==> config.mk <==
export PLATFORM = sky130hd
export DESIGN_NAME = zq_controller_flat
export DESIGN_NICKNAME = d
export VERILOG_FILES = /design/src/zq_pkg.sv /design/src/zq_link_if.sv /design/src/zq_controller.sv /design/src/flat_wrapper.sv
export SDC_FILE = /design/constraint.sdc
export NUM_CORES = 1
export LEC_CHECK = 0
export BUFFER_PORTS_ARGS = -buffer_cell sky130_fd_sc_hd__buf_2
export CORE_ASPECT_RATIO = 0.8
export CORE_MARGIN = 4
export CORE_UTILIZATION = 40
export DETAILED_ROUTE_END_ITERATION = 12
export GPL_ROUTABILITY_DRIVEN = 0
export SYNTH_ARGS = -nofsm -noshare
export SYNTH_HDL_FRONTEND = slang
export SYNTH_SLANG_ARGS = --single-unit
==> constraint.sdc <==
create_clock -name clock -period 5.05 [get_ports clock]
set_clock_uncertainty 0.05 [all_clocks]
set_input_delay 1.01 -clock clock [delete_from_list [all_inputs] [get_ports clock]]
set_output_delay 1.01 -clock clock [all_outputs]
set_load 0.1 [all_outputs]
==> src/zq_pkg.sv <==
// shared constants, command codes and timing counts for the zq calibration ends
// assumes a single 25 MHz clock on both ends; the command link is cycle synchronous
package zq_pkg;

  // clock period and precharge time, both in picoseconds
  localparam int TCK_PS = 40000;
  localparam int TRP_PS = 13500;
  // least time, rounded up to whole cycles, never below one
  localparam int TRP_RAW = (TRP_PS + TCK_PS - 1) / TCK_PS;
  localparam int TRP_CYC = (TRP_RAW < 1) ? 1 : TRP_RAW;

  // calibration windows in clock cycles
  localparam int TZQINIT_NCK = 512;
  localparam int TZQOPER_NCK = 256;
  localparam int TZQCS_NCK = 64;
  // a short calibration must finish its correction within this many cycles
  localparam int ZQCS_CORR_NCK = 64;
  // self refresh exit time in cycles
  localparam int TXS_NCK = 8;

  // counter width for the longest window
  localparam int CNT_W = 10;

  // impedance code layout
  localparam int CODE_W = 6;
  localparam logic [CODE_W-1:0] CODE_MID = 6'h20;
  localparam logic [CODE_W-1:0] CODE_MAX = 6'h3f;
  localparam logic [CODE_W-1:0] CODE_MIN = 6'h00;

  // commands on the link
  typedef enum logic [2:0] {
    CMD_NOP  = 3'h0,
    CMD_PREA = 3'h1,
    CMD_ZQCL = 3'h2,
    CMD_ZQCS = 3'h3,
    CMD_SRE  = 3'h4,
    CMD_SRX  = 3'h5
  } cmd_e;

endpackage

==> src/zq_link_if.sv <==
// command link between memory controller and memory device
// assumes both ends share clock; the controller alone drives the link
`timescale 1ns/1ps
interface zq_link_if;
  logic         cke;    // clock enable, high when the device is awake
  zq_pkg::cmd_e cmd;    // command for one cycle
  logic         odt;    // termination control
  logic         dq_oe;  // controller drives the data bus

  modport ctrl (output cke, output cmd, output odt, output dq_oe);
  modport dev  (input cke, input cmd, input odt, input dq_oe);
endinterface

==> src/zq_controller.sv <==
// controller end: schedules precharge, self refresh exit and zq commands
// assumes a user scheduler raises request pulses and reports open banks
`timescale 1ns/1ps
module zq_controller #(
  parameter int TZQINIT = zq_pkg::TZQINIT_NCK,
  parameter int TZQOPER = zq_pkg::TZQOPER_NCK,
  parameter int TZQCS   = zq_pkg::TZQCS_NCK,
  parameter int TXS     = zq_pkg::TXS_NCK,
  parameter int TRP     = zq_pkg::TRP_CYC
) (
  input  wire logic  clock,        // system clock
  input  wire logic  nrst,         // async reset, active low
  zq_link_if.ctrl    link,         // command link
  input  wire logic  zqcl_req,     // pulse: request long calibration
  input  wire logic  zqcs_req,     // pulse: request short calibration
  input  wire logic  sre_req,      // pulse: enter self refresh
  input  wire logic  srx_req,      // pulse: leave self refresh
  input  wire logic  banks_open,   // level: some bank is open
  input  wire logic  share_busy,   // level: a peer on the resistor calibrates
  input  wire logic  odt_req,      // level: wanted termination state
  input  wire logic  dq_drive_req, // level: wanted data drive
  output logic       cal_active,   // level: own window in progress
  output logic       busy,         // level: not idle
  output logic       long_done     // level: a long calibration issued since reset
);

  // refuse counts the counter cannot hold, except an oversized short window
  if (TZQINIT >= (1 << zq_pkg::CNT_W) || TZQOPER >= (1 << zq_pkg::CNT_W) ||
      TZQCS < 1 || TXS < 1 || TRP < 1 || TXS >= (1 << zq_pkg::CNT_W) ||
      TRP >= (1 << zq_pkg::CNT_W)) begin : g_chk
    $error("zq_controller: unsupported timing count");
  end

  localparam logic [zq_pkg::CNT_W-1:0] WIN_INIT = zq_pkg::CNT_W'(TZQINIT);
  localparam logic [zq_pkg::CNT_W-1:0] WIN_OPER = zq_pkg::CNT_W'(TZQOPER);
  localparam logic [zq_pkg::CNT_W-1:0] WIN_CS   = zq_pkg::CNT_W'(TZQCS);
  localparam logic [zq_pkg::CNT_W-1:0] XS_CNT   = zq_pkg::CNT_W'(TXS);
  localparam logic [zq_pkg::CNT_W-1:0] RP_CNT   = zq_pkg::CNT_W'(TRP);

  typedef enum logic [6:0] {
    ST_IDLE  = 7'h01,
    ST_PRE   = 7'h02,
    ST_TRP   = 7'h04,
    ST_ISSUE = 7'h08,
    ST_WAIT  = 7'h10,
    ST_SREF  = 7'h20,
    ST_XS    = 7'h40
  } state_e;

  state_e                     state_reg;
  state_e                     state_next;
  logic [zq_pkg::CNT_W-1:0]   cnt_reg;
  logic                       pend_long_reg;
  logic                       pend_short_reg;
  logic                       issue_long;
  logic                       cnt_zero;
  logic                       quiet;

  assign cnt_zero   = (cnt_reg == '0);
  // kind actually put on the link, so a long request landing at issue stays pending
  assign issue_long = (link.cmd == zq_pkg::CMD_ZQCL);
  // quiet covers preparation and window alike
  assign quiet      = (state_reg == ST_PRE) || (state_reg == ST_TRP) ||
                      (state_reg == ST_ISSUE) || (state_reg == ST_WAIT);

  // next state
  always_comb begin
    state_next = state_reg;
    case (state_reg)
      ST_IDLE: begin
        if (sre_req) begin
          state_next = ST_SREF;
        end else if ((pend_long_reg || pend_short_reg) && !share_busy) begin
          state_next = banks_open ? ST_PRE : ST_ISSUE;
        end
      end
      ST_PRE: begin
        state_next = ST_TRP;
      end
      ST_TRP: begin
        if (cnt_zero) begin
          state_next = share_busy ? ST_IDLE : ST_ISSUE;
        end
      end
      ST_ISSUE: begin
        state_next = ST_WAIT;
      end
      ST_WAIT: begin
        if (cnt_zero) begin
          state_next = ST_IDLE;
        end
      end
      ST_SREF: begin
        if (srx_req) begin
          state_next = ST_XS;
        end
      end
      ST_XS: begin
        if (cnt_zero) begin
          state_next = ST_IDLE;
        end
      end
      default: begin
        state_next = ST_IDLE;
      end
    endcase
  end

  // state register
  always_ff @(posedge clock or negedge nrst) begin
    if (!nrst) begin
      state_reg <= ST_IDLE;
    end else begin
      state_reg <= state_next;
    end
  end

  // shared down counter for tRP, tXS and calibration windows
  always_ff @(posedge clock or negedge nrst) begin
    if (!nrst) begin
      cnt_reg <= '0;
    end else if (state_reg == ST_PRE) begin
      cnt_reg <= RP_CNT - 1'b1;
    end else if (state_reg == ST_SREF && srx_req) begin
      cnt_reg <= XS_CNT - 1'b1;
    end else if (state_reg == ST_ISSUE) begin
      if (issue_long) begin
        cnt_reg <= long_done ? WIN_OPER - 1'b1 : WIN_INIT - 1'b1;
      end else begin
        cnt_reg <= WIN_CS - 1'b1;
      end
    end else if (!cnt_zero) begin
      cnt_reg <= cnt_reg - 1'b1;
    end
  end

  // pending requests; a new request wins over the clear at issue
  always_ff @(posedge clock or negedge nrst) begin
    if (!nrst) begin
      pend_long_reg  <= 1'b0;
      pend_short_reg <= 1'b0;
    end else begin
      pend_long_reg  <= zqcl_req ||
                        (pend_long_reg && !(state_reg == ST_ISSUE && issue_long));
      pend_short_reg <= zqcs_req ||
                        (pend_short_reg && !(state_reg == ST_ISSUE && !issue_long));
    end
  end

  // record of a long calibration since reset
  always_ff @(posedge clock or negedge nrst) begin
    if (!nrst) begin
      long_done <= 1'b0;
    end else if (state_reg == ST_ISSUE && issue_long) begin
      long_done <= 1'b1;
    end
  end

  // command output, one cycle per command, nop otherwise
  always_ff @(posedge clock or negedge nrst) begin
    if (!nrst) begin
      link.cmd <= zq_pkg::CMD_NOP;
    end else begin
      link.cmd <= zq_pkg::CMD_NOP;
      if (state_next == ST_PRE) begin
        link.cmd <= zq_pkg::CMD_PREA;
      end else if (state_next == ST_ISSUE) begin
        link.cmd <= pend_long_reg ? zq_pkg::CMD_ZQCL : zq_pkg::CMD_ZQCS;
      end else if (state_reg == ST_IDLE && state_next == ST_SREF) begin
        link.cmd <= zq_pkg::CMD_SRE;
      end else if (state_reg == ST_SREF && state_next == ST_XS) begin
        link.cmd <= zq_pkg::CMD_SRX;
      end
    end
  end

  // cke low only in self refresh and under reset, high through every calibration
  always_ff @(posedge clock or negedge nrst) begin
    if (!nrst) begin
      link.cke <= 1'b0;
    end else begin
      link.cke <= (state_next != ST_SREF);
    end
  end

  // termination and data drive forced off while quiet
  always_ff @(posedge clock or negedge nrst) begin
    if (!nrst) begin
      link.odt   <= 1'b0;
      link.dq_oe <= 1'b0;
    end else begin
      link.odt   <= odt_req && !quiet && state_next != ST_ISSUE &&
                    state_next != ST_PRE && state_next == ST_IDLE;
      link.dq_oe <= dq_drive_req && state_next == ST_IDLE;
    end
  end

  // status outputs for the user and peers sharing the resistor
  always_ff @(posedge clock or negedge nrst) begin
    if (!nrst) begin
      cal_active <= 1'b0;
      busy       <= 1'b0;
    end else begin
      cal_active <= (state_next == ST_ISSUE) || (state_next == ST_WAIT);
      busy       <= (state_next != ST_IDLE);
    end
  end

endmodule

==> src/flat_wrapper.sv <==
// flat-port wrapper written by rule: the top's interface ports become plain ports
module zq_controller_flat 
#(
  parameter int TZQINIT = zq_pkg::TZQINIT_NCK,
  parameter int TZQOPER = zq_pkg::TZQOPER_NCK,
  parameter int TZQCS   = zq_pkg::TZQCS_NCK,
  parameter int TXS     = zq_pkg::TXS_NCK,
  parameter int TRP     = zq_pkg::TRP_CYC
)
  (clock, nrst, zqcl_req, zqcs_req, sre_req, srx_req, banks_open, share_busy, odt_req, dq_drive_req, cal_active, busy, long_done, link_cke, link_cmd, link_odt, link_dq_oe);
  zq_link_if link_i ();
  input  wire logic clock;
  input  wire logic nrst;
  input  wire logic zqcl_req;
  input  wire logic zqcs_req;
  input  wire logic sre_req;
  input  wire logic srx_req;
  input  wire logic banks_open;
  input  wire logic share_busy;
  input  wire logic odt_req;
  input  wire logic dq_drive_req;
  output logic cal_active;
  output logic busy;
  output logic long_done;
  output wire logic [$bits(link_i.cke)-1:0] link_cke;
  output wire logic [$bits(link_i.cmd)-1:0] link_cmd;
  output wire logic [$bits(link_i.odt)-1:0] link_odt;
  output wire logic [$bits(link_i.dq_oe)-1:0] link_dq_oe;
  assign link_cke = link_i.cke;
  assign link_cmd = link_i.cmd;
  assign link_odt = link_i.odt;
  assign link_dq_oe = link_i.dq_oe;
  zq_controller #(.TZQINIT(TZQINIT), .TZQOPER(TZQOPER), .TZQCS(TZQCS), .TXS(TXS), .TRP(TRP)) u_core (.clock(clock), .nrst(nrst), .link(link_i), .zqcl_req(zqcl_req), .zqcs_req(zqcs_req), .sre_req(sre_req), .srx_req(srx_req), .banks_open(banks_open), .share_busy(share_busy), .odt_req(odt_req), .dq_drive_req(dq_drive_req), .cal_active(cal_active), .busy(busy), .long_done(long_done));
endmodule
# Yosys cells after proc, flatten, opt, wreduce, memory -nomap -nowiden
# Index checks and enable logic that the tools add are counted.
# word_totals
register_bits	28
latchBits	0
ramBits	0
mem_bits_ro	0
inputBits	10
wordCells	77
n_memories	0
# op_classes
addsub	1
n_mul	0
div_mod_pow	0
magnitude_cmp	0
n_eq_ne	19
n_shift	0
mux	19
bitwise	0
n_reduce_logical	27
# op_table
cell	count
two-way mux 10 bit	5
case mux 7 bit (6 select lines)	1
two-way mux 7 bit	5
== test 7 x 1 -> 1 bit, second input constant	2
== test 7 x 2 -> 1 bit, second input constant	2
== test 7 x 4 -> 1 bit, second input constant	2
== test 7 x 5 -> 1 bit, second input constant	2
== test 7 x 6 -> 1 bit, second input constant	2
== test 7 bit, second input constant	2
logical AND 1 bit	13
two-way mux 3 bit	4
zero test 10 bit	1
subtractor 10 x 1 -> 10 bit, second input constant	1
two-way mux 9 bit	1
two-way mux 4 bit	2
== test 7 x 3 -> 1 bit, second input constant	1
logical OR 1 bit	7
inequality test 7 x 1 -> 1 bit, second input constant	1
inequality test 7 x 2 -> 1 bit, second input constant	1
inequality test 7 x 4 -> 1 bit, second input constant	1
inequality test 7 x 6 -> 1 bit, second input constant	1
zero test 1 bit	5
inequality test 4 bit, second input constant	1
== test 3 x 2 -> 1 bit, second input constant	1
2 further kinds	2

# Longest topological paths before layout
# depth
ltp_word	11
ltp_mapped	8

# Least setup slack after synthesis
# OpenSTA, ideal clock, no wires.
# synth_path
path_kind	register to output
startpoint	reg u_core.link.cmd[2]
endpoint	out link_cmd[2]
arrival_ps	908
setup_slack_ps	3082
path_stages_with_launch	1
path_buffers	0
cell_sequence	dfrtp_1
# synth_lines
element	line_no	source
start, declared	zq_link_if.sv:10	modport ctrl (output cke, output cmd, output odt, output dq_oe);
start signal, assigned	zq_controller.sv:162	link.cmd <= zq_pkg::CMD_NOP;
start signal, assigned	zq_controller.sv:164	link.cmd <= zq_pkg::CMD_NOP;
start signal, assigned	zq_controller.sv:166	link.cmd <= zq_pkg::CMD_PREA;
end, declared	flat_wrapper.sv:26	output wire logic [$bits(link_i.cmd)-1:0] link_cmd;
# No word-level cell between the ends.

# Worst setup path in the final report
# layout_path
startpoint	reg u_core.link.cmd[2]
endpoint	out link_cmd[2]
# No word-level cell between the ends.

==> impl_metrics.py <==
metrics = {
    "detailed_routing": {
        "highest_layer_used_for_signal_routing": "met4",
        "met3_wirelength_um": 97,
        "wl_per_cell_um": 14.20,
        "drc": 0,
        "route.met2.wl_mm": 1.545,
        "dr.pass1.iters": 4,
        "met1_length_mm": 1.701,
        "via_total_after_detailed_routing": 1250,
        "detail_route.iter0.violations": 98,
        "via_per_inst": 5.274,
        "route.final.wire_length_mm": 3.365,
        "ant_nets": 0,
    },
    "pwr": {
        "power.clock.fraction_pct": 11.0,
        "p_leak_nw": 0.8372,
        "power.ir.vdd_worst_v": 0.0004302,
        "power_frac_comb_pct": 51.7,
        "power.density_nw_per_um2": 600.5,
        "share_of_power_burned_in_registers_pct": 37.3,
        "total_switching_power_mw": 0.5259,
        "switching_share_pct": 48.81,
        "cellInternalPower_mw": 0.5515,
    },
    "sta": {
        "max_freq_mhz": 464.6,
        "slew_headroom_pct": 58.71,
        "rsz0062_at_grt": "false",
        "tns_ns": 0,
        "final-setup-viol-count": 0,
        "finalWorstPathRequiredPeriod_ns": 2.152,
        "portion_of_the_clock_cycle_consumed_by_the_worst_path_in_the_final_layout_pct": 42.62,
        "tightestPinTransition_ns": 0.6194,
        "drv_slew": 0,
        "report.final.hold_viol_count": 0,
    },
    "yosys": {
        "postSynthAreaPerCell_um2": 9.965,
        "synth_nets": 179,
        "yosysSeqAreaShare_pct": 41.93,
        "synth_cell_types": 49,
        "postSynth.asyncResetShare_pct": 100.0,
        "yosys_most_used_dff": "dfrtp_1",
        "synth-seq-cells": 28,
        "synthesis.instances": 168,
        "synth-warning-count": 0,
        "synth-edff-count": 0,
        "syn_area_um2": 1674,
    },
    "floorplan": {
        "initial_utilization_pct": 42.88,
        "die_area_um2": 5291,
        "chipHeight_um": 65.87,
        "core_region_area_um2": 3904,
        "die_width_um": 80.33,
        "ios": 19,
        "num_rows": 20,
    },
    "setup_path": {
        "rr_worst_depth": 7,
        "critical-path-top-delay-family": "buffers and inverters",
        "critical-path-slowest-cell": "buf_2",
        "critical-path-max-stage-delay_ns": 0.44,
        "cp-end-kind": "output pin",
        "timing.reg2reg.setup_slack_ns": 2.93,
        "start_kind": "register",
        "worstReg2RegEnd": "u_core.link.cmd[0]$_DFF_PN0_",
        "critical_path.reg2reg.startpoint": "u_core.cnt_reg[0]$_DFFE_PN0P_",
        "timing_worst_setup_path_type": "register to output pin",
        "critical_path.n_buffers_inverters": 1,
        "crit_path_cell_trace": "buf_2",
        "crit_fanout": 3,
        "worstPathRequired_ns": 3.99,
        "crit_path_start": "u_core.link.cmd[2]$_DFF_PN0_",
        "cp_data_arrival_time_ns": 1.09,
    },
    "clock_tree": {
        "numCtsBuffers": 3,
        "clk_pin_slew_worst_paths_ns": 0.08,
        "clockRootBuffer": "clkbuf_8",
        "tritoncts_num_sinks": 28,
        "cts_tree": "done",
        "max-clock-path-buffers": 2,
        "insertion_delay_ns": 0.27,
        "post_cts_hold_buffer_count": 0,
        "cts_setup_buffers": 0,
        "htree_num_levels": 1,
        "post_cts.resized_instances": 0,
    },
    "placement": {
        "port-buffer-count": 18,
        "placement.cell_area_um2": 1749,
        "dpl.hpwl_mm": 2.530,
    },
    "hold_path": {
        "min_path_cells": 1,
        "hold_path.class": "register to register",
        "holdPathEnd": "u_core.long_done$_DFFE_PN0P_",
        "hold_path.startpoint": "u_core.long_done$_DFFE_PN0P_",
    },
    "layout": {
        "largest_register_ffs": 10,
        "diodes": 0,
        "nNetsFinal": 194,
        "postLayoutCellArea_um2": 1794,
        "final_layout_size_suffix_gt1_share_pct": 21.98,
        "mostFrequentLayoutCells": "dfrtp_1, buf_2, nand2_1",
        "most_common_library_cell_in_the_layout_ignoring_fill_and_taps": "dfrtp_1",
        "syn_to_final_growth_pct": 7.175,
    },
    "outcome": {
        "run_status": "completed",
    },
    "global_route": {
        "via_count_of_the_first_global_routing_pass": 1250,
        "antenna_found_initial": 0,
        "largest_net_degree_at_the_start_of_global_routing": 29,
        "grt_overflow_total": 0,
        "global_route.usage.total_pct": 14.73,
        "grt_first_pass_wirelength_mm": 6.009,
    },
    "job": {
        "drv.max_cap_violation_count": 0,
    },
}
layout make-up:
cell class              instances  area (µm²)
fillers                       389        2110
flip-flops and latches         28       701.9
clock buffers                   4       45.04
repair buffers                 18       90.09
well taps                      55       68.82
inverters                       6       22.52
multi-input cells             126       865.8
worst max path at each step:
| stage | cells past startpoint | to | slack, ns |
|---|---|---|---|
| 6_report | 1 | link_cmd[2] | 2.90 |
| 5_1_grt | 7 | u_core.cnt_reg[6]$_DFFE_PN0P_ | 2.73 |
| 4_1_cts | 1 | link_cmd[2] | 2.88 |
| 3_5_place_dp | 5 | u_core.link.cmd[0]$_DFF_PN0_ | 2.94 |
| 3_3_place_gp | 6 | u_core.link.odt$_DFF_PN0_ | 2.94 |
| 2_1_floorplan | 0 | link_cmd[2] | 3.08 |
through the flow:
step | std cells | hold slack (ns) | setup slack [ns] | total power, mW | utilization [%]
after floorplan | 168 | 0.4465 | 3.082 | 0.8790 | -
after global placement | 233 | 0.4268 | 2.936 | 0.9451 | 44.81
after detailed placement | 233 | 0.4357 | 2.940 | 0.9624 | 44.81
after CTS | 237 | 0.4603 | 2.879 | 1.089 | 45.96
after global routing | 237 | 0.4807 | 2.730 | 1.163 | 45.96
final | 237 | 0.4497 | 2.898 | 1.077 | 45.96
cells in the mapped netlist, types with 2 or more instances:
| library cell | n | area, µm² |
|---|---|---|
| or3_4 | 2 | 22.52 |
| o21ai_0 | 10 | 50.05 |
| xnor2_1 | 4 | 35.03 |
| nand2_1 | 17 | 63.81 |
| nand3b_1 | 2 | 15.01 |
| and2_1 | 2 | 12.51 |
| and3_1 | 2 | 12.51 |
| nor2b_1 | 4 | 25.02 |
| buf_6 | 7 | 78.83 |
| dfrtp_1 | 27 | 675.7 |
| nand2b_1 | 6 | 37.54 |
| nand3_1 | 7 | 35.03 |
| o21ai_2 | 2 | 17.52 |
| nor2_1 | 14 | 52.55 |
| xor2_1 | 3 | 26.28 |
| nor4b_4 | 2 | 47.55 |
| nor4_1 | 2 | 12.51 |
| a21oi_1 | 8 | 40.04 |
| inv_1 | 6 | 22.52 |
| nor3b_1 | 3 | 22.52 |
| nor4_4 | 2 | 42.54 |
| nor3_1 | 9 | 45.04 |
power by group through the flow:
stage | Combinational, mW | Sequential (mW) | Clock, mW
5_1_grt | 0.610 | 0.415 | 0.138
6_report | 0.557 | 0.402 | 0.119
3_3_place_gp | 0.546 | 0.399 | 0
2_1_floorplan | 0.364 | 0.515 | 0
3_5_place_dp | 0.557 | 0.406 | 0
4_1_cts | 0.560 | 0.402 | 0.127
logic make-up after synthesis:
logic type / after synthesis / share of synthesized area, %
AO/OA/AOI/OAI: 31 / 13.01
XOR/XNOR: 7 / 3.662
adder cells (fa/ha/maj): 1 / 0.7473
buffers and inverters: 14 / 6.353
flip-flops: 28 / 41.93
multiplexers: 1 / 0.5979
AND/OR/NAND/NOR: 86 / 33.71
routing by layer:
| metal | up-vias | GRT usage, % |
|---|---|---|
| li1 | 623 | - |
| met1 | 607 | 21.28 |
| met2 | 18 | 22.52 |
| met3 | 2 | 3.270 |
| met4 | 0 | 3.165 |
| met5 | - | 0 |
(Power assumes the default switching activity.)
